<file path="src/rtl/bfc_map.svh">
`ifndef BFC_MAP_SVH
`define BFC_MAP_SVH
// ==========================================================
// Widths
`define BFC_PC_W        16
`define BFC_OFS_W       12
`define BFC_PC_RST      16'h0000
// ==========================================================
// Status flag byte bit positions
`define BFC_FLG_C       3'h0
`define BFC_FLG_Z       3'h1
`define BFC_FLG_N       3'h2
`define BFC_FLG_V       3'h3
`define BFC_FLG_S       3'h4
`define BFC_FLG_H       3'h5
`define BFC_FLG_T       3'h6
`define BFC_FLG_I       3'h7
// ==========================================================
// Cycle counts
`define BFC_CYC_ONE     3'h1
`define BFC_CYC_REL_JMP 3'h2
`define BFC_CYC_PTR_JMP 3'h2
`define BFC_CYC_ABS_JMP 3'h3
`define BFC_CYC_REL_INV 3'h3
`define BFC_CYC_PTR_INV 3'h3
`define BFC_CYC_ABS_INV 3'h4
`define BFC_CYC_EXIT    3'h4
`define BFC_CYC_BR_TAKE 3'h2
`define BFC_CYC_SKIP1   3'h2
`define BFC_CYC_SKIP2   3'h3
// Program counter steps
`define BFC_STEP_ONE    16'h0001
`define BFC_STEP_TWO    16'h0002
`define BFC_STEP_THREE  16'h0003
`endif

</file>
<file path="src/rtl/bfc_pkg.sv">
package bfc_pkg;
  typedef enum logic [5:0] {
    BFC_OP_STEP                    = 6'h00,
    BFC_OP_RELATIVE_JUMP           = 6'h01,
    BFC_OP_POINTER_JUMP            = 6'h02,
    BFC_OP_ABSOLUTE_JUMP           = 6'h03,
    BFC_OP_RELATIVE_SUB_INVOKE     = 6'h04,
    BFC_OP_POINTER_SUB_INVOKE      = 6'h05,
    BFC_OP_ABSOLUTE_SUB_INVOKE     = 6'h06,
    BFC_OP_SUBROUTINE_EXIT         = 6'h07,
    BFC_OP_INTERRUPT_EXIT          = 6'h08,
    BFC_OP_COMPARE_SKIP_EQUAL      = 6'h09,
    BFC_OP_COMPARE_REGISTERS       = 6'h0A,
    BFC_OP_COMPARE_WITH_BORROW     = 6'h0B,
    BFC_OP_COMPARE_IMMEDIATE       = 6'h0C,
    BFC_OP_SKIP_REG_BIT_CLEAR      = 6'h0D,
    BFC_OP_SKIP_REG_BIT_SET        = 6'h0E,
    BFC_OP_SKIP_IO_BIT_CLEAR       = 6'h0F,
    BFC_OP_SKIP_IO_BIT_SET         = 6'h10,
    BFC_OP_BRANCH_FLAG_SET         = 6'h11,
    BFC_OP_BRANCH_FLAG_CLEAR       = 6'h12,
    BFC_OP_BRANCH_EQUAL            = 6'h13,
    BFC_OP_BRANCH_NOT_EQUAL        = 6'h14,
    BFC_OP_BRANCH_CARRY_SET        = 6'h15,
    BFC_OP_BRANCH_CARRY_CLEAR      = 6'h16,
    BFC_OP_BRANCH_SAME_OR_HIGHER   = 6'h17,
    BFC_OP_BRANCH_LOWER            = 6'h18,
    BFC_OP_BRANCH_MINUS            = 6'h19,
    BFC_OP_BRANCH_PLUS             = 6'h1A,
    BFC_OP_BRANCH_SIGNED_GE        = 6'h1B,
    BFC_OP_BRANCH_SIGNED_LESS      = 6'h1C,
    BFC_OP_BRANCH_HALF_CARRY_SET   = 6'h1D,
    BFC_OP_BRANCH_HALF_CARRY_CLEAR = 6'h1E,
    BFC_OP_BRANCH_TRANSFER_SET     = 6'h1F,
    BFC_OP_BRANCH_TRANSFER_CLEAR   = 6'h20,
    BFC_OP_BRANCH_OVERFLOW_SET     = 6'h21,
    BFC_OP_BRANCH_OVERFLOW_CLEAR   = 6'h22,
    BFC_OP_BRANCH_IRQ_ENABLED      = 6'h23,
    BFC_OP_BRANCH_IRQ_DISABLED     = 6'h24
  } bfc_op_e;

  typedef enum logic [1:0] {
    BFC_ST_IDLE = 2'b01,
    BFC_ST_WAIT = 2'b10
  } bfc_state_e;
endpackage : bfc_pkg

</file>
<file path="src/rtl/bfc_compare.sv">
`timescale 1ns/100ps
`default_nettype none
`include "bfc_map.svh"
// ==========================================================
// Subtract without result, returns updated status flag byte
module bfc_compare (
  input  wire logic [7:0] opa,        // Minuend register
  input  wire logic [7:0] opb,        // Subtrahend register or constant
  input  wire logic       with_carry, // Also subtract carry
  input  wire logic [7:0] status_in,  // Current status flag byte
  output logic      [7:0] status_out  // Status byte with new flags
);
  logic [8:0] diff;
  logic       cin;
  logic [7:0] r;

  always_comb
  begin
    cin  = with_carry & status_in[`BFC_FLG_C];
    diff = {1'b0, opa} - {1'b0, opb} - {8'h00, cin};
    r    = diff[7:0];
    status_out = status_in;
    status_out[`BFC_FLG_C] = diff[8];
    // Chained compare keeps zero only if all bytes were zero
    status_out[`BFC_FLG_Z] = (r == 8'h00) & (with_carry ? status_in[`BFC_FLG_Z] : 1'b1);
    status_out[`BFC_FLG_N] = r[7];
    status_out[`BFC_FLG_V] = (opa[7] & ~opb[7] & ~r[7]) | (~opa[7] & opb[7] & r[7]);
    status_out[`BFC_FLG_S] = r[7] ^ status_out[`BFC_FLG_V];
    status_out[`BFC_FLG_H] = (~opa[3] & opb[3]) | (opb[3] & r[3]) | (r[3] & ~opa[3]);
  end
endmodule : bfc_compare
`default_nettype wire

</file>
<file path="src/rtl/bfc_cond.sv">
`timescale 1ns/100ps
`default_nettype none
`include "bfc_map.svh"
// ==========================================================
// Skip and branch condition evaluation
module bfc_cond (
  input  wire bfc_pkg::bfc_op_e op,        // Operation being issued
  input  wire logic [7:0]       opa,       // First register value
  input  wire logic [7:0]       opb,       // Second register value
  input  wire logic [7:0]       io_byte,   // Addressed I/O register value
  input  wire logic [2:0]       bit_sel,   // Bit or flag index
  input  wire logic [7:0]       status_in, // Status flag byte
  output logic                  take       // Skip or branch condition met
);
  logic c, z, n, v, h, t, i;

  always_comb
  begin
    c = status_in[`BFC_FLG_C];
    z = status_in[`BFC_FLG_Z];
    n = status_in[`BFC_FLG_N];
    v = status_in[`BFC_FLG_V];
    h = status_in[`BFC_FLG_H];
    t = status_in[`BFC_FLG_T];
    i = status_in[`BFC_FLG_I];
    unique case (op)
      bfc_pkg::BFC_OP_COMPARE_SKIP_EQUAL:      take = (opa == opb);
      bfc_pkg::BFC_OP_SKIP_REG_BIT_CLEAR:      take = ~opa[bit_sel];
      bfc_pkg::BFC_OP_SKIP_REG_BIT_SET:        take = opa[bit_sel];
      bfc_pkg::BFC_OP_SKIP_IO_BIT_CLEAR:       take = ~io_byte[bit_sel];
      bfc_pkg::BFC_OP_SKIP_IO_BIT_SET:         take = io_byte[bit_sel];
      bfc_pkg::BFC_OP_BRANCH_FLAG_SET:         take = status_in[bit_sel];
      bfc_pkg::BFC_OP_BRANCH_FLAG_CLEAR:       take = ~status_in[bit_sel];
      bfc_pkg::BFC_OP_BRANCH_EQUAL:            take = z;
      bfc_pkg::BFC_OP_BRANCH_NOT_EQUAL:        take = ~z;
      bfc_pkg::BFC_OP_BRANCH_CARRY_SET:        take = c;
      bfc_pkg::BFC_OP_BRANCH_LOWER:            take = c;
      bfc_pkg::BFC_OP_BRANCH_CARRY_CLEAR:      take = ~c;
      bfc_pkg::BFC_OP_BRANCH_SAME_OR_HIGHER:   take = ~c;
      bfc_pkg::BFC_OP_BRANCH_SIGNED_GE:        take = ~(n ^ v);
      bfc_pkg::BFC_OP_BRANCH_SIGNED_LESS:      take = n ^ v;
      bfc_pkg::BFC_OP_BRANCH_OVERFLOW_SET:     take = v;
      bfc_pkg::BFC_OP_BRANCH_OVERFLOW_CLEAR:   take = ~v;
      bfc_pkg::BFC_OP_BRANCH_MINUS:            take = n;
      bfc_pkg::BFC_OP_BRANCH_PLUS:             take = ~n;
      bfc_pkg::BFC_OP_BRANCH_HALF_CARRY_SET:   take = h;
      bfc_pkg::BFC_OP_BRANCH_HALF_CARRY_CLEAR: take = ~h;
      bfc_pkg::BFC_OP_BRANCH_TRANSFER_SET:     take = t;
      bfc_pkg::BFC_OP_BRANCH_TRANSFER_CLEAR:   take = ~t;
      bfc_pkg::BFC_OP_BRANCH_IRQ_ENABLED:      take = i;
      bfc_pkg::BFC_OP_BRANCH_IRQ_DISABLED:     take = ~i;
      default:                                 take = 1'b0;
    endcase
  end
endmodule : bfc_cond
`default_nettype wire

</file>
<file path="src/rtl/bfc_flow_unit.sv">
// Operation
// - Relative jump PC+k+1 in 2, pointer jump Z in 2, absolute 3.
// - Calls push return address; relative/pointer 3 cycles, absolute 4, return 4.
// - Compare-skip-equal skips next instruction when equal; 1/2/3 cycles, no flags.
// - Compares subtract without storing; update Z,N,V,S,C,H in one cycle.
// - Register bit skip on clear or set, taking 1/2/3 cycles.
// - I/O bit skip on clear or set, taking 1/2/3 cycles.
// - Generic branch tests chosen status bit; PC+k+1; 1 or 2 cycles.
// - Equal branch on Z=1, not-equal on Z=0.
// - Carry set/lower on C=1, carry clear/same-or-higher on C=0.
// - Signed branches test N xor V: ge on 0, less on 1.
// - Overflow branches test V; minus/plus test N.
// - Half-carry branches test H; no flags changed; 1 or 2 cycles.
// - Transfer-bit branches test T; PC+k+1 when taken.
// - Interrupt-enable branches test I; 1 or 2 cycles.
`timescale 1ns/100ps
`default_nettype none
`include "bfc_map.svh"
module bfc_flow_unit (
  input  wire logic                  clock,         // Core clock, 50 MHz
  input  wire logic                  rst_n,         // Synchronous reset, active low
  input  wire logic                  issue_valid,   // Instruction offered
  input  wire bfc_pkg::bfc_op_e      issue_op,      // Decoded operation
  input  wire logic [`BFC_OFS_W-1:0] issue_offset,  // Signed relative offset
  input  wire logic [`BFC_PC_W-1:0]  issue_addr,    // Absolute target address
  input  wire logic [`BFC_PC_W-1:0]  z_ptr,         // Z pointer value
  input  wire logic [7:0]            operand_a,     // First register value
  input  wire logic [7:0]            operand_b,     // Second register or constant
  input  wire logic [7:0]            io_byte,       // Addressed I/O register value
  input  wire logic [2:0]            bit_sel,       // Bit or flag index
  input  wire logic [7:0]            status_in,     // Status flag byte
  input  wire logic                  next_two_word, // Following instruction is two words
  input  wire logic [`BFC_PC_W-1:0]  stack_rdata,   // Popped return address
  output logic                       issue_ready,   // Ready to take an instruction
  output logic      [`BFC_PC_W-1:0]  pc,            // Program counter
  output logic                       done,          // Instruction completed pulse
  output logic                       flag_we,       // Status byte write pulse
  output logic      [7:0]            flag_out,      // New status flag byte
  output logic                       push,          // Push return address pulse
  output logic      [`BFC_PC_W-1:0]  push_data,     // Return address to push
  output logic                       pop            // Pop return address pulse
);
  // ==========================================================
  // Helpers
  function automatic logic [`BFC_PC_W-1:0] rel_target(
    input logic [`BFC_PC_W-1:0]  base,
    input logic [`BFC_OFS_W-1:0] ofs
  );
    logic [`BFC_PC_W-1:0] sext;
    sext = {{(`BFC_PC_W-`BFC_OFS_W){ofs[`BFC_OFS_W-1]}}, ofs};
    return base + sext + `BFC_STEP_ONE;
  endfunction : rel_target

  function automatic logic is_branch(input bfc_pkg::bfc_op_e op);
    return (op >= bfc_pkg::BFC_OP_BRANCH_FLAG_SET) && (op <= bfc_pkg::BFC_OP_BRANCH_IRQ_DISABLED);
  endfunction : is_branch

  function automatic logic is_skip(input bfc_pkg::bfc_op_e op);
    return (op == bfc_pkg::BFC_OP_COMPARE_SKIP_EQUAL) ||
           ((op >= bfc_pkg::BFC_OP_SKIP_REG_BIT_CLEAR) && (op <= bfc_pkg::BFC_OP_SKIP_IO_BIT_SET));
  endfunction : is_skip

  function automatic logic is_exit(input bfc_pkg::bfc_op_e op);
    return (op == bfc_pkg::BFC_OP_SUBROUTINE_EXIT) || (op == bfc_pkg::BFC_OP_INTERRUPT_EXIT);
  endfunction : is_exit

  // ==========================================================
  // State
  bfc_pkg::bfc_state_e       state_q;
  logic [1:0]                cnt_q;
  logic [`BFC_PC_W-1:0]      pc_q;
  logic [`BFC_PC_W-1:0]      tgt_q;
  logic                      exit_q;
  logic                      irq_exit_q;
  logic                      ready_q;
  logic                      done_q;
  logic                      flag_we_q;
  logic [7:0]                flag_q;
  logic                      push_q;
  logic [`BFC_PC_W-1:0]      push_data_q;
  logic                      pop_q;

  logic                      accept;
  logic                      fin;
  logic                      take;
  logic [7:0]                cmp_status;
  logic [`BFC_PC_W-1:0]      tgt_d;
  logic [2:0]                cyc_d;
  logic                      push_d;
  logic [`BFC_PC_W-1:0]      ret_d;
  logic [`BFC_PC_W-1:0]      fin_pc;

  // ==========================================================
  // Condition and compare units
  bfc_cond u_cond (
    .op        (issue_op),
    .opa       (operand_a),
    .opb       (operand_b),
    .io_byte   (io_byte),
    .bit_sel   (bit_sel),
    .status_in (status_in),
    .take      (take)
  );

  bfc_compare u_compare (
    .opa        (operand_a),
    .opb        (operand_b),
    .with_carry (issue_op == bfc_pkg::BFC_OP_COMPARE_WITH_BORROW),
    .status_in  (status_in),
    .status_out (cmp_status)
  );

  // ==========================================================
  // Decode: target, cycle count, stack push
  always_comb
  begin
    tgt_d  = pc_q + `BFC_STEP_ONE;
    cyc_d  = `BFC_CYC_ONE;
    push_d = 1'b0;
    ret_d  = pc_q + `BFC_STEP_ONE;
    if (is_branch(issue_op))
    begin
      if (take)
      begin
        tgt_d = rel_target(pc_q, issue_offset);
        cyc_d = `BFC_CYC_BR_TAKE;
      end
    end
    else if (is_skip(issue_op))
    begin
      if (take)
      begin
        tgt_d = pc_q + (next_two_word ? `BFC_STEP_THREE : `BFC_STEP_TWO);
        cyc_d = next_two_word ? `BFC_CYC_SKIP2 : `BFC_CYC_SKIP1;
      end
    end
    else
    begin
      unique case (issue_op)
        bfc_pkg::BFC_OP_RELATIVE_JUMP:
        begin
          tgt_d = rel_target(pc_q, issue_offset);
          cyc_d = `BFC_CYC_REL_JMP;
        end
        bfc_pkg::BFC_OP_POINTER_JUMP:
        begin
          tgt_d = z_ptr;
          cyc_d = `BFC_CYC_PTR_JMP;
        end
        bfc_pkg::BFC_OP_ABSOLUTE_JUMP:
        begin
          tgt_d = issue_addr;
          cyc_d = `BFC_CYC_ABS_JMP;
        end
        bfc_pkg::BFC_OP_RELATIVE_SUB_INVOKE:
        begin
          tgt_d  = rel_target(pc_q, issue_offset);
          cyc_d  = `BFC_CYC_REL_INV;
          push_d = 1'b1;
        end
        bfc_pkg::BFC_OP_POINTER_SUB_INVOKE:
        begin
          tgt_d  = z_ptr;
          cyc_d  = `BFC_CYC_PTR_INV;
          push_d = 1'b1;
        end
        bfc_pkg::BFC_OP_ABSOLUTE_SUB_INVOKE:
        begin
          // Two-word instruction, so return past the address word
          tgt_d  = issue_addr;
          cyc_d  = `BFC_CYC_ABS_INV;
          push_d = 1'b1;
          ret_d  = pc_q + `BFC_STEP_TWO;
        end
        bfc_pkg::BFC_OP_SUBROUTINE_EXIT,
        bfc_pkg::BFC_OP_INTERRUPT_EXIT:
        begin
          cyc_d = `BFC_CYC_EXIT;
        end
        default:
        begin
          cyc_d = `BFC_CYC_ONE;
        end
      endcase
    end
  end

  assign accept = issue_valid && ready_q;
  assign fin    = (accept && (cyc_d == `BFC_CYC_ONE)) ||
                  ((state_q == bfc_pkg::BFC_ST_WAIT) && (cnt_q == 2'h0));
  // Returns take the popped address in their last cycle
  assign fin_pc = exit_q ? stack_rdata : ((state_q == bfc_pkg::BFC_ST_WAIT) ? tgt_q : tgt_d);

  // ==========================================================
  // Cycle sequencer
  always_ff @(posedge clock)
  begin
    if (!rst_n)
    begin
      state_q <= bfc_pkg::BFC_ST_IDLE;
      cnt_q   <= 2'h0;
      ready_q <= 1'b1;
    end
    else
    begin
      unique case (state_q)
        bfc_pkg::BFC_ST_IDLE:
        begin
          if (accept && (cyc_d != `BFC_CYC_ONE))
          begin
            state_q <= bfc_pkg::BFC_ST_WAIT;
            cnt_q   <= 2'(cyc_d - 3'h2);
            ready_q <= 1'b0;
          end
        end
        bfc_pkg::BFC_ST_WAIT:
        begin
          if (cnt_q == 2'h0)
          begin
            state_q <= bfc_pkg::BFC_ST_IDLE;
            ready_q <= 1'b1;
          end
          else
          begin
            cnt_q <= cnt_q - 2'h1;
          end
        end
      endcase
    end
  end

  // ==========================================================
  // Target capture
  always_ff @(posedge clock)
  begin
    if (!rst_n)
    begin
      tgt_q      <= `BFC_PC_RST;
      exit_q     <= 1'b0;
      irq_exit_q <= 1'b0;
    end
    else if (accept)
    begin
      tgt_q      <= tgt_d;
      exit_q     <= is_exit(issue_op);
      irq_exit_q <= (issue_op == bfc_pkg::BFC_OP_INTERRUPT_EXIT);
    end
    else if (fin)
    begin
      exit_q     <= 1'b0;
      irq_exit_q <= 1'b0;
    end
  end

  // ==========================================================
  // Program counter and completion
  always_ff @(posedge clock)
  begin
    if (!rst_n)
    begin
      pc_q   <= `BFC_PC_RST;
      done_q <= 1'b0;
    end
    else
    begin
      done_q <= fin;
      if (fin)
      begin
        pc_q <= fin_pc;
      end
    end
  end

  // ==========================================================
  // Stack traffic
  always_ff @(posedge clock)
  begin
    if (!rst_n)
    begin
      push_q      <= 1'b0;
      push_data_q <= `BFC_PC_RST;
      pop_q       <= 1'b0;
    end
    else
    begin
      push_q <= accept && push_d;
      pop_q  <= accept && is_exit(issue_op);
      if (accept && push_d)
      begin
        push_data_q <= ret_d;
      end
    end
  end

  // ==========================================================
  // Status flag writes
  // Branches and skips never write flags, so status stays with the owner
  always_ff @(posedge clock)
  begin
    if (!rst_n)
    begin
      flag_we_q <= 1'b0;
      flag_q    <= 8'h00;
    end
    else
    begin
      flag_we_q <= 1'b0;
      if (accept && ((issue_op == bfc_pkg::BFC_OP_COMPARE_REGISTERS) ||
                     (issue_op == bfc_pkg::BFC_OP_COMPARE_WITH_BORROW) ||
                     (issue_op == bfc_pkg::BFC_OP_COMPARE_IMMEDIATE)))
      begin
        flag_we_q <= 1'b1;
        flag_q    <= cmp_status;
      end
      else if (fin && irq_exit_q)
      begin
        flag_we_q <= 1'b1;
        flag_q    <= status_in | (8'h01 << `BFC_FLG_I);
      end
    end
  end

  // ==========================================================
  // Outputs
  assign issue_ready = ready_q;
  assign pc          = pc_q;
  assign done        = done_q;
  assign flag_we     = flag_we_q;
  assign flag_out    = flag_q;
  assign push        = push_q;
  assign push_data   = push_data_q;
  assign pop         = pop_q;
endmodule : bfc_flow_unit
`default_nettype wire

</file>
<file path="config.mk">
export PLATFORM = sky130hd
export DESIGN_NAME = bfc_flow_unit
export DESIGN_NICKNAME = d
export VERILOG_FILES = /design/src/rtl/bfc_pkg.sv /design/src/rtl/bfc_compare.sv /design/src/rtl/bfc_cond.sv /design/src/rtl/bfc_flow_unit.sv
export VERILOG_INCLUDE_DIRS = /design/src /design/src/rtl
export SDC_FILE = /design/constraint.sdc
export NUM_CORES = 1
export LEC_CHECK = 0
export BUFFER_PORTS_ARGS = -buffer_cell sky130_fd_sc_hd__buf_4
export CAP_MARGIN = 20
export CORE_ASPECT_RATIO = 0.6
export CORE_MARGIN = 3
export CORE_UTILIZATION = 45
export CTS_CLUSTER_SIZE = 25
export DETAILED_ROUTE_END_ITERATION = 6
export GPL_ROUTABILITY_DRIVEN = 1
export HOLD_SLACK_MARGIN = 0.06
export PLACE_DENSITY = 0.71
export SLEW_MARGIN = 20
export SYNTH_ARGS = -nofsm -noshare
export SYNTH_HDL_FRONTEND = slang
export SYNTH_HIERARCHICAL = 1
export SYNTH_SLANG_ARGS = --single-unit
</file>
<file path="constraint.sdc">
create_clock -name clock -period 4.1 [get_ports clock]
set_input_delay 0.205 -clock clock [delete_from_list [all_inputs] [get_ports clock]]
set_output_delay 0.205 -clock clock [all_outputs]
set_load 0.005 [all_outputs]
</file>
==> Flow_metrics.wiki, run 1 <==
{| class="wikitable"
! Metric !! Value
|-
| Most used flip-flop cell after synthesis || sky130_fd_sc_hd__dfxtp_1
|-
| Die extent in y || 101 microns
|-
| RSZ-0062 raised after global routing || false
|-
| Number of slew-limit violations in the final report || 0
|-
| FFs w/ async S/R, synth || 0%
|-
| Cell variety after synth || slightly above 90
|-
| Maximum number of pins on one net before global-route repair || 48
|-
| Area taken by flip-flops and latches || 1320 sq um
|-
| Total routing resource utilization after global routing || 29.8%
|-
| Biggest area contributors in the synthesized netlist || sky130_fd_sc_hd__dfxtp_1 (19%), sky130_fd_sc_hd__ha_1 (6.8%), sky130_fd_sc_hd__nor2_1 (4.9%)
|-
| Clock transition at the register clock pins on the worst setup and hold paths after CTS || 50 ps
|-
| DRC viols || 0
|-
| Number of max-cap violations || 0
|-
| CTS resizes || 0
|-
| Total length of routed wires || 25400 microns
|-
| Post-synth EDFFs || 0
|-
| Final setup TNS || 0 ps
|-
| Most common library cell in the layout ignoring fill and taps || sky130_fd_sc_hd__buf_4
|-
| Total of buffers placed on input and output ports || 149
|-
| Fraction of final layout cells sized beyond drive strength 1 || between 20% and 30%
|-
| Die outline area || 16700 sq um
|-
| Crit path time final || 3760 ps
|-
| Starting Density || 46.6%
|-
| Std-Cell Core Area || 14700 sq um
|-
| Buffer type at the clock tree root || sky130_fd_sc_hd__clkbuf_16
|-
| Clock insertion delay at the later pin of the skew report || 330 ps
|-
| RePlAce Congestion || between 1 and 1.5
|-
| Count of warnings emitted by yosys || 6
|-
| Data arrival at the endpoint of the critical path || 3980 ps
|-
| Final critical-path share of the clock period || 91.6%
|-
| Crit Path Max Fanout || 32
|-
| Most used cells in the layout excluding fill and tap cells || sky130_fd_sc_hd__buf_4 (173), sky130_fd_sc_hd__nor2_1 (89), sky130_fd_sc_hd__nand2_1 (71), sky130_fd_sc_hd__dfxtp_1 (66), sky130_fd_sc_hd__a21oi_1 (59)
|-
| Total power divided by cell area || 318 nW/um^2
|-
| Least-Margin Pin Slew || 1040 ps
|-
| ANT nets after route || 0
|-
| Synth Area per Inst || around 7.6 sq um
|-
| Netlist Area Pre-Place || between 6000 and 7000 sq um
|-
| Worst setup path category || in -> reg
|-
| # Post-CTS Setup Buffers || 0
|-
| Routed WL per cell || ~21 microns
|-
| Number of global-route vias before repair || 6580
|-
| Max VDD drop || approximately 0.25 mV
|-
| Number of antenna violations at the first check in global routing || 0
|-
| Maximum clock frequency || 266 MHz
|-
| Width of the chip || 165 microns
|-
| CTS buffer count || 9
|-
| Hold crit path type || in -> reg
|-
| Via count normalized by instance count || 6.19
|-
| Cell count after synthesis || 896
|-
| Sequential area share after synthesis || 19.3%
|-
| Setup crit start kind || primary input
|-
| Register bit count reported by yosys || 66
|-
| Layout Area Growth over Synthesis || 21.6%
|-
| TritonCTS clock tree || built
|-
| HPWL after detailed placement || 19800 microns
|-
| Rel. slew slack || 30.3%
|-
| First-pass GRT wire length || ~38000 microns
|-
| Total number of vias || roughly 7500
|-
| Kind of end point of the critical path || flop
|-
| Share of the core filled with cells || roughly 57%
|-
| Row count || 34
|-
| I/O Pins || 150
|-
| Static leakage || 0.00347 uW
|-
| Number of buffers inserted by hold repair at cts || 0
|-
| Multi-input logic area || ~5000 sq um
|-
| Number of setup violations in the final report || 0
|-
| Total number of H-tree levels || 3
|-
| Post-synthesis net count || ~1000
|-
| Cell type contributing the most total cell area after synthesis || sky130_fd_sc_hd__dfxtp_1
|-
| GRT overflow || 0
|-
| Clock tree sinks || 66
|-
| Filler instances || 1404
|-
| Post-layout net count || 1159
|-
| Clock tree skew after final layout || 8.53 ps
|-
| Count of endpoints failing hold in the final timing report || 0
|-
| Status || completed
|-
| Clock buffer depth || 2
|-
| Iteration count of the initial detailed-routing pass || 5
|-
| Proportion of netlist area held by the largest area contributor || approximately 19%
|-
| Initial DRC count || 1012
|-
| Final antenna diode count || 0
|-
| Required time worst endpoint || 4320 ps
|}
## registers in the layout, indices dropped and copies added (netlist names)
signal / count
flag_we: 1
pop: 1
irq_exit_q: 1
push: 1
state_q: 2
tgt_q: 16
cnt_q: 2
exit_q: 1
pc: 16
done: 1
push_data: 16
flag_out: 8
## critical path, stage by stage
cell and delay [ps]:
sky130_fd_sc_hd__buf_4 290, sky130_fd_sc_hd__mux2_2 400, sky130_fd_sc_hd__mux2i_1 160, sky130_fd_sc_hd__o22ai_1 90, sky130_fd_sc_hd__o21ai_0 190, sky130_fd_sc_hd__nand4_1 120
sky130_fd_sc_hd__or2_1 430, sky130_fd_sc_hd__o21ai_0 740, sky130_fd_sc_hd__mux2_1 240, sky130_fd_sc_hd__nor3_1 50, sky130_fd_sc_hd__a211o_1 280, sky130_fd_sc_hd__a31oi_1 350
sky130_fd_sc_hd__a21oi_1 120, sky130_fd_sc_hd__a32o_1 300
## final cells by class
class / count / share of cell area, %
Multi-Input combinational cell: 719 / 60.1
Sequential cell: 66 / 15.9
Timing Repair Buffer: 173 / 15.6
Clock buffer: 12 / 3.09
Tap cell: 198 / 2.98
Inverter: 45 / 2.03
Clock inverter: 4 / 0.316
## where the power goes
group | leakage, uW | total (uW) | internal (uW) | switching, uW
clock network | 0.000139 | 728 | 441 | 287
logic | 0.00279 | 1130 | 473 | 660
registers | 0.000539 | 786 | 697 | 88.7
## logic make-up after synthesis
logic type,count (synthesis),synth area share [%]
compound gates,277,28.3
xor+xnor,60,7.80
fa+ha+maj,40,7.65
buf+inv,111,7.60
flops,66,19.3
mux,39,6.92
simple gates,303,22.4
## per-layer routing
metal	track usage, %	vias up	share of wire [%]
met1	46.8	3513	47
met4	5.03	0	0.85
met3	12.4	16	16
met2	37.0	459	36
li1	-	3549	-
met5	0	-	0
## Yosys cell counts, types with 11 or more instances
library cell,number
sky130_fd_sc_hd__a211oi_1,31
sky130_fd_sc_hd__a21oi_1,59
sky130_fd_sc_hd__a221oi_1,12
sky130_fd_sc_hd__a31oi_1,15
sky130_fd_sc_hd__buf_2,19
sky130_fd_sc_hd__clkbuf_1,33
sky130_fd_sc_hd__dfxtp_1,66
sky130_fd_sc_hd__ha_1,37
sky130_fd_sc_hd__inv_1,44
sky130_fd_sc_hd__mux2i_1,30
sky130_fd_sc_hd__nand2_1,71
sky130_fd_sc_hd__nand3_1,19
sky130_fd_sc_hd__nor2_1,89
sky130_fd_sc_hd__nor2b_1,11
sky130_fd_sc_hd__nor3_1,27
sky130_fd_sc_hd__o211ai_1,16
sky130_fd_sc_hd__o21ai_0,44
sky130_fd_sc_hd__xnor2_1,32
sky130_fd_sc_hd__xor2_1,27
## metrics by stage
step	std cells	hold WS, ps	total power (uW)	worst slack [ps]	cell area [sq um]
after global placement	1201	440	1870	156	8030
after floorplan	896	370	1480	1010	6830
after CTS	1217	140	2610	540	8310
final	1217	159	2650	343	8310
after detailed placement	1201	444	1880	233	8030
after global routing	1217	175	2780	229	8310
## path summary, 6_finish.rpt
path,startpoint,cells after the start,slack (ps),endpoint
worst min register to register,tgt_q[3],2,450,tgt_q[3]
worst max register to register,pc[1],10,770,pc[6]
worst min-delay path,stack_rdata[6],3,160,pc[6]
worst max-delay path,issue_op[1],14,340,pc[4]
(Power assumes the default switching activity.)
==> run 2: changes to the inputs <==
--- a/config.mk
+++ b/config.mk
@@ -11,6 +11,7 @@
 export CORE_ASPECT_RATIO = 0.6
 export CORE_MARGIN = 3
 export CORE_UTILIZATION = 45
+export CTS_BUF_LIST = sky130_fd_sc_hd__clkbuf_4
 export CTS_CLUSTER_SIZE = 25
 export DETAILED_ROUTE_END_ITERATION = 6
 export GPL_ROUTABILITY_DRIVEN = 1
==> run 2 against run 1 <==
Compared with the run above:
- critical path depth fell by 1
- setup slack improved by 130 ps
- final cell count rose by 0.16%
- via count rose by 0.60%
- die area did not move
- critical path type unchanged
- largest cell class unchanged
- highest routed layer unchanged
==> Flow_metrics.wiki, run 2 (synthesis gave the netlist of run 1 again) <==
{| class="wikitable"
! Metric !! Value
|-
| Status || completed
|-
| Area after DPL || 8030 sq um (unchanged)
|-
| Number of max-cap violations || 0 (unchanged)
|-
| Number of slew-limit violations in the final report || 0 (unchanged)
|-
| Final antenna diode count || 0 (unchanged)
|-
| Number of antenna violations at the first check in global routing || 0 (unchanged)
|-
| Std-Cell Core Area || 14700 sq um (unchanged)
|-
| Most common library cell in the layout ignoring fill and taps || sky130_fd_sc_hd__buf_4
|-
| Initial DRC count || 1083 (+7.0%)
|-
| Total length of routed wires || 25400 microns (+0.11%)
|-
| Post-layout instance count excluding filler cells || 1219 (+0.16%)
|-
| Clock insertion delay at the later pin of the skew report || 430 ps (+100 ps)
|-
| Post-layout net count || 1161 (+0.17%)
|-
| Starting Density || 46.6% (unchanged)
|-
| Least-Margin Pin Slew || 1040 ps (-0.418 ps)
|-
| Number of cells on the worst reg-to-reg path || 10 (unchanged)
|-
| Setup crit start kind || primary input
|-
| # Post-CTS Setup Buffers || 0 (unchanged)
|-
| Number of setup violations in the final report || 0 (unchanged)
|-
| Clock tree sinks || 66 (unchanged)
|-
| RSZ-0062 raised after global routing || false
|-
| Buffer type at the clock tree root || sky130_fd_sc_hd__clkbuf_4
|-
| Placed cell count || 1201 (unchanged)
|-
| Total routing resource utilization after global routing || 29.6% (-0.17 points)
|-
| Hold worst-path end || flag_out[7]
|-
| CTS buffer count || 9 (unchanged)
|-
| Via count normalized by instance count || 6.22 (+0.43%)
|-
| Min-Delay Path Depth || 2 (-1)
|-
| Most used cells in the layout excluding fill and tap cells || sky130_fd_sc_hd__buf_4 (173), sky130_fd_sc_hd__nor2_1 (89), sky130_fd_sc_hd__nand2_1 (71), sky130_fd_sc_hd__dfxtp_1 (66), sky130_fd_sc_hd__a21oi_1 (59)
|-
| Filler instances || 1414 (+0.71%)
|-
| I/O Pins || 150 (unchanged)
|-
| DRC viols || 0 (unchanged)
|-
| Data arrival at the endpoint of the critical path || 3950 ps (-30 ps)
|-
| Width of the chip || 165 microns (unchanged)
|-
| Final setup TNS || 0 ps (unchanged)
|-
| Final critical-path share of the clock period || 88.4% (-3.3 points)
|-
| Maximum number of pins on one net before global-route repair || 48 (unchanged)
|-
| Total number of vias || 7582 (+0.60%)
|-
| ANT nets after route || 0 (unchanged)
|-
| Iteration count of the initial detailed-routing pass || 7 (+2)
|-
| Reg2reg start || pc[1]
|-
| Row count || 34 (unchanged)
|-
| Count of endpoints failing hold in the final timing report || 0 (unchanged)
|-
| Total power divided by cell area || 281 nW/um^2 (-12%)
|-
| First-pass GRT wire length || 38100 microns (-0.16%)
|-
| Final hold slack || 118 ps (-40.6 ps)
|-
| Total number of H-tree levels || 3 (unchanged)
|-
| Flop2flop setup slack || 740 ps (-30 ps)
|-
| Static leakage || 0.00340 uW (-2.0%)
|-
| TritonCTS clock tree || built
|-
| Number of global-route vias before repair || 6556 (-0.36%)
|-
| Routed WL per cell || 20.8 microns (about the same)
|-
| Worst setup path category || in -> reg
|-
| Hold crit path type || in -> reg
|-
| Crit path time final || 3620 ps (-134 ps)
|-
| Layout Area Growth over Synthesis || 19.4%
|-
| Crit Path Max Fanout || 12 (-63%)
|-
| Share of the core filled with cells || 55.6% (-1.0 points)
|-
| Maximum clock frequency || 276 MHz (+3.7%)
|-
| Clock buffer depth || 2 (unchanged)
|-
| Launch point of the worst hold path || status_in[7]
|-
| Kind of end point of the critical path || flop
|-
| GRT overflow || 0 (unchanged)
|-
| Total of buffers placed on input and output ports || 149 (unchanged)
|-
| Finished layout cell area || 8160 sq um (-1.9%)
|-
| Rel. slew slack || 30.3% (about the same)
|-
| Die extent in y || 101 microns (unchanged)
|-
| Fraction of final layout cells sized beyond drive strength 1 || 21.4% (-0.14 points)
|-
| Clock tree skew after final layout || 16.1 ps (+7.54 ps)
|-
| Required time worst endpoint || 4420 ps (+100 ps)
|-
| RePlAce Congestion || 1.01 (unchanged)
|-
| Max VDD drop || 0.192 mV (-22%)
|-
| Clock transition at the register clock pins on the worst setup and hold paths after CTS || 110 ps (+60 ps)
|-
| Die outline area || 16700 sq um (unchanged)
|-
| Crit Reg-Reg Endpoint || pc[6]
|-
| HPWL after detailed placement || 19800 microns (unchanged)
|}
==> run 2: cell types whose count changed in the layout (fill, tap and decap cells not counted), sizes merged <==
cell,previous run,this run
clkinv,4,6
clkbuf,12,10
dlygate4sd3,0,2
==> run 2: timing repair <==
item / 4_1_cts / 5_1_grt
gates resized for setup: 0 / 0
hold buffers: 2 / 0
endpoints found under the setup margin: 0 / 0
hold endpoints to repair: 2 / 0
==> run 2: cell type report <==
| cell class | instances | area, sq um | share of cell area, % |
|---|---|---|---|
| repair buffers | 175 | 1320 | 16.2 |
| flip-flops and latches | 66 | 1320 | 16.2 |
| inverters | 45 | 169 | 2.07 |
| well taps | 198 | 248 | 3.04 |
| multi-input cells | 719 | 4990 | 61.2 |
| clock inverters | 6 | 33.8 | 0.414 |
| clock buffers | 10 | 75.1 | 0.920 |
==> run 2: worst max-delay path, stage by stage <==
cell and delay (ps):
sky130_fd_sc_hd__buf_4 180, sky130_fd_sc_hd__mux4_1 600, sky130_fd_sc_hd__mux2i_1 190, sky130_fd_sc_hd__mux2i_1 220, sky130_fd_sc_hd__o22ai_1 80, sky130_fd_sc_hd__or2_1 400
sky130_fd_sc_hd__o21ai_0 710, sky130_fd_sc_hd__mux2_1 240, sky130_fd_sc_hd__nor3_1 50, sky130_fd_sc_hd__a211o_1 270, sky130_fd_sc_hd__a31oi_1 370, sky130_fd_sc_hd__a21oi_1 130
sky130_fd_sc_hd__a32o_1 300
==> run 2: stage by stage <==
step	worst slack (ps)	total power, uW
after floorplan	1010	1480
after global placement	156	1870
after detailed placement	233	1880
after CTS	672	2250
after global routing	366	2420
final	477	2290
==> run 2: routing by layer <==
metal  share of wire [%]  global-route usage (%)  routed length, microns  up-vias
met5                   0                       0                       0        -
met4                0.89                    4.12                     225        0
met3                  16                    12.3                    4010       24
met2                  36                    36.6                    9170      466
met1                  47                    46.9                   12000     3538
li1                    -                       -                       -     3554
==> run 2: how the worst max path moves through the flow <==
stage	slack (ps)	cells after the start	to	startpoint
after detailed placement	230	13	pc[4]	bit_sel[0]
after global placement	160	14	pc[4]	issue_op[1]
final	480	13	pc[4]	bit_sel[0]
after global routing	370	14	pc[4]	issue_op[1]
after CTS	670	13	pc[4]	bit_sel[0]
after floorplan	1010	15	pc[8]	bit_sel[0]
==> run 2: where the power goes <==
group / internal (uW) / switching (uW)
clock network: 126 / 246
logic: 474 / 660
registers: 696 / 89.4
==> run 3: changes to the inputs <==
--- a/config.mk
+++ b/config.mk
@@ -8,15 +8,17 @@
 export LEC_CHECK = 0
 export BUFFER_PORTS_ARGS = -buffer_cell sky130_fd_sc_hd__buf_4
 export CAP_MARGIN = 20
+export CELL_PAD_IN_SITES_DETAIL_PLACEMENT = 0
+export CELL_PAD_IN_SITES_GLOBAL_PLACEMENT = 1
 export CORE_ASPECT_RATIO = 0.6
 export CORE_MARGIN = 3
-export CORE_UTILIZATION = 45
+export CORE_UTILIZATION = 41
 export CTS_BUF_LIST = sky130_fd_sc_hd__clkbuf_4
 export CTS_CLUSTER_SIZE = 25
 export DETAILED_ROUTE_END_ITERATION = 6
 export GPL_ROUTABILITY_DRIVEN = 1
 export HOLD_SLACK_MARGIN = 0.06
-export PLACE_DENSITY = 0.71
+export PLACE_DENSITY = 0.86
 export SLEW_MARGIN = 20
 export SYNTH_ARGS = -nofsm -noshare
 export SYNTH_HDL_FRONTEND = slang
==> run 3 against run 2 <==
Compared with the run above:
- final cell count is 1.8% higher
- setup slack worse by 16 ps
- first-iteration DRC count fell by 11%
- via count down 1.3%
- routed wire length about the same
- count of clock-buffer cells in the layout down 1
- die area grew 9.3%
- global-route usage down 2.5 points
- sequential share of layout area shrank 0.11 points
==> Flow_metrics.wiki, run 3 (synthesis gave the netlist of run 1 again) <==
{| class="wikitable"
! Metric !! Value
|-
| Status || completed
|-
| Clock buffer depth || 2 (unchanged)
|-
| Sequential share of power || 33.5% (-0.8 points)
|-
| Clock insertion delay at the later pin of the skew report || 450 ps (+20 ps)
|-
| Width of the chip || 173 microns (+4.6%)
|-
| Maximum clock frequency || 275 MHz (-0.44%)
|-
| Data arrival at the endpoint of the critical path || 4030 ps (+80 ps)
|-
| Clock tree sinks || 66 (unchanged)
|-
| Number of setup violations in the final report || 0 (unchanged)
|-
| Hold worst-path end || pc[3]
|-
| Routed WL per cell || 20.5 microns (-1.8%)
|-
| Setup crit start kind || primary input
|-
| Number of global-route vias before repair || 6736 (+2.7%)
|-
| Final setup TNS || 0 ps (unchanged)
|-
| Switching Share || 42.4% (-1.0 points)
|-
| Clock network fraction of total power || 19.9% (+3.6 points)
|-
| Max VDD drop || 0.139 mV (-28%)
|-
| Post-layout instance count excluding filler cells || 1241 (+1.8%)
|-
| Die outline area || 18300 sq um (+9.3%)
|-
| Met1 Usage GRT || 43.1% (-3.9 points)
|-
| Total length of routed wires || 25400 microns (about the same)
|-
| Total power divided by cell area || 286 nW/um^2 (+1.9%)
|-
| Initial DRC count || 965 (-11%)
|-
| RSZ-0062 raised after global routing || false
|-
| First-pass GRT wire length || 39700 microns (+4.1%)
|-
| Number of cells on the worst reg-to-reg path || 10 (unchanged)
|-
| Worst setup path category || in -> reg
|-
| Launch point of the worst hold path || stack_rdata[3]
|-
| Hold crit path type || in -> reg
|-
| Required time worst endpoint || 4490 ps (+70 ps)
|-
| Static leakage || 0.00341 uW (+0.21%)
|-
| Kind of end point of the critical path || flop
|-
| Number of slew-limit violations in the final report || 0 (unchanged)
|-
| Maximum number of pins on one net before global-route repair || 48 (unchanged)
|-
| Starting Density || 43.2% (-3.3 points)
|-
| DRC viols || 0 (unchanged)
|-
| Overall power of the completed layout || 2350 uW (+2.6%)
|-
| Most common library cell in the layout ignoring fill and taps || sky130_fd_sc_hd__buf_4
|-
| Worst setup timing slack at the placement stage || 431 ps (+198 ps)
|-
| Least-Margin Pin Slew || 1130 ps (+83.9 ps)
|-
| HPWL after detailed placement || 19600 microns (-1.2%)
|-
| GRT overflow || 0 (unchanged)
|-
| TritonCTS clock tree || built
|-
| Via count normalized by instance count || 6.03 (-3.0%)
|-
| Number of antenna violations at the first check in global routing || 1 (+1)
|-
| Rel. slew slack || 24.7% (-5.6 points)
|-
| Crit Reg-Reg Endpoint || pc[6]
|-
| Post-layout worst setup margin || 461 ps (-15.8 ps)
|-
| Fraction of final layout cells sized beyond drive strength 1 || 21.4% (+0.042 points)
|-
| Crit Path Max Fanout || 23 (+11)
|-
| Number of max-cap violations || 0 (unchanged)
|-
| ANT nets after route || 0 (unchanged)
|-
| Crit path time final || 3640 ps (+15.8 ps)
|-
| Final critical-path share of the clock period || 88.7% (+0.39 points)
|-
| Layout Area Growth over Synthesis || 20.2%
|-
| Flop2flop setup slack || 710 ps (-30 ps)
|-
| Share of the core filled with cells || 52.0% (-3.6 points)
|-
| Clock transition at the register clock pins on the worst setup and hold paths after CTS || 120 ps (about the same)
|-
| Buffer type at the clock tree root || sky130_fd_sc_hd__clkbuf_4
|-
| CTS buffer count || 9 (unchanged)
|-
| Net Switching || 997 uW (+0.18%)
|-
| Clock tree skew after final layout || 21.1 ps (+5.02 ps)
|-
| CTS resizes || 0 (unchanged)
|-
| Routing usage on met3 || 8.28% (-4.0 points)
|-
| RePlAce Congestion || 0.970 (-4.0%)
|-
| Count of endpoints failing hold in the final timing report || 0 (unchanged)
|-
| Combinational share of power || 46.6% (-2.9 points)
|-
| Placed cell count || 1223 (+1.8%)
|-
| Std-Cell Core Area || 15800 sq um (+7.7%)
|-
| Met2 routing resource usage after global routing || 35.0% (-1.7 points)
|-
| Min-Delay Path Depth || 3 (+1)
|-
| Total number of vias || 7484 (-1.3%)
|-
| Int Power || 1350 uW (+4.4%)
|-
| Iteration count of the initial detailed-routing pass || 5 (-2)
|-
| Total routing resource utilization after global routing || 27.1% (-2.5 points)
|-
| Reg2reg start || pc[1]
|-
| Final antenna diode count || 0 (unchanged)
|-
| Row count || 35 (+2.9%)
|-
| I/O Pins || 150 (unchanged)
|-
| Layer with the highest usage || met1
|-
| Post-layout net count || 1159 (-0.17%)
|-
| Critical Path Source || status_in[7]
|-
| Total of buffers placed on input and output ports || 149 (unchanged)
|-
| Total number of H-tree levels || 3 (unchanged)
|-
| Die extent in y || 106 microns (+4.5%)
|-
| Most used cells in the layout excluding fill and tap cells || sky130_fd_sc_hd__buf_4 (170), sky130_fd_sc_hd__nor2_1 (89), sky130_fd_sc_hd__nand2_1 (71), sky130_fd_sc_hd__dfxtp_1 (66), sky130_fd_sc_hd__a21oi_1 (59)
|}
## run 3: metrics by stage
step | hold slack (ps) | cell area (sq um)
global route | 128 | 8210
finish | 99.4 | 8210
global placement | 441 | 8060
CTS | 79.4 | 8210
floorplan | 370 | 6830
detailed placement | 445 | 8060
## run 3: what timing repair did
item                                   CTS  global route
setup buffers                            0             0
endpoints found under the hold margin    2             0
hold buffers                             2             0
## run 3: area by class of cell
type | instances | area (sq um)
fill | 1588 | 7590
multi-input combinational | 719 | 4990
sequential | 66 | 1320
timing repair buffer | 173 | 1320
tap | 222 | 278
inverter | 45 | 169
clock inverter | 7 | 70.1
clock buffer | 9 | 67.6
## run 3: worst max path at each step
stage          endpoint  cells past startpoint
4_1_cts           pc[8]                     16
2_1_floorplan     pc[8]                     15
6_report          pc[8]                     16
3_3_place_gp      pc[8]                     15
5_1_grt           pc[8]                     16
3_5_place_dp      pc[8]                     15
## run 3: power groups by stage
| stage | Sequential [uW] | Combinational (uW) | Clock, uW |
|---|---|---|---|
| 2_1_floorplan | 746 | 734 | 0 |
| 3_3_place_gp | 796 | 1060 | 0 |
| 3_5_place_dp | 797 | 1060 | 0 |
| 4_1_cts | 783 | 1070 | 473 |
| 5_1_grt | 795 | 1200 | 497 |
| 6_report | 788 | 1100 | 467 |
## run 3: metal layers
layer	share of wire, %	vias up
met1	49	3488
li1	-	3549
met2	37	411
met5	0	-
met4	1.2	0
met3	12	36
## run 3: critical path, stage by stage
cell                            delay [ps]
sky130_fd_sc_hd__dlygate4sd3_1         550
sky130_fd_sc_hd__buf_4                 150
sky130_fd_sc_hd__mux4_1                470
sky130_fd_sc_hd__mux2i_1               190
sky130_fd_sc_hd__mux2i_1               210
sky130_fd_sc_hd__o22ai_1                80
sky130_fd_sc_hd__or2_1                 310
sky130_fd_sc_hd__buf_4                 250
sky130_fd_sc_hd__nand2_1                70
sky130_fd_sc_hd__o21ai_0               220
sky130_fd_sc_hd__or3_1                 420
sky130_fd_sc_hd__a32oi_1               260
sky130_fd_sc_hd__o2111ai_1             160
sky130_fd_sc_hd__a221oi_1              290
sky130_fd_sc_hd__a21oi_1                70
sky130_fd_sc_hd__nor2_1                110
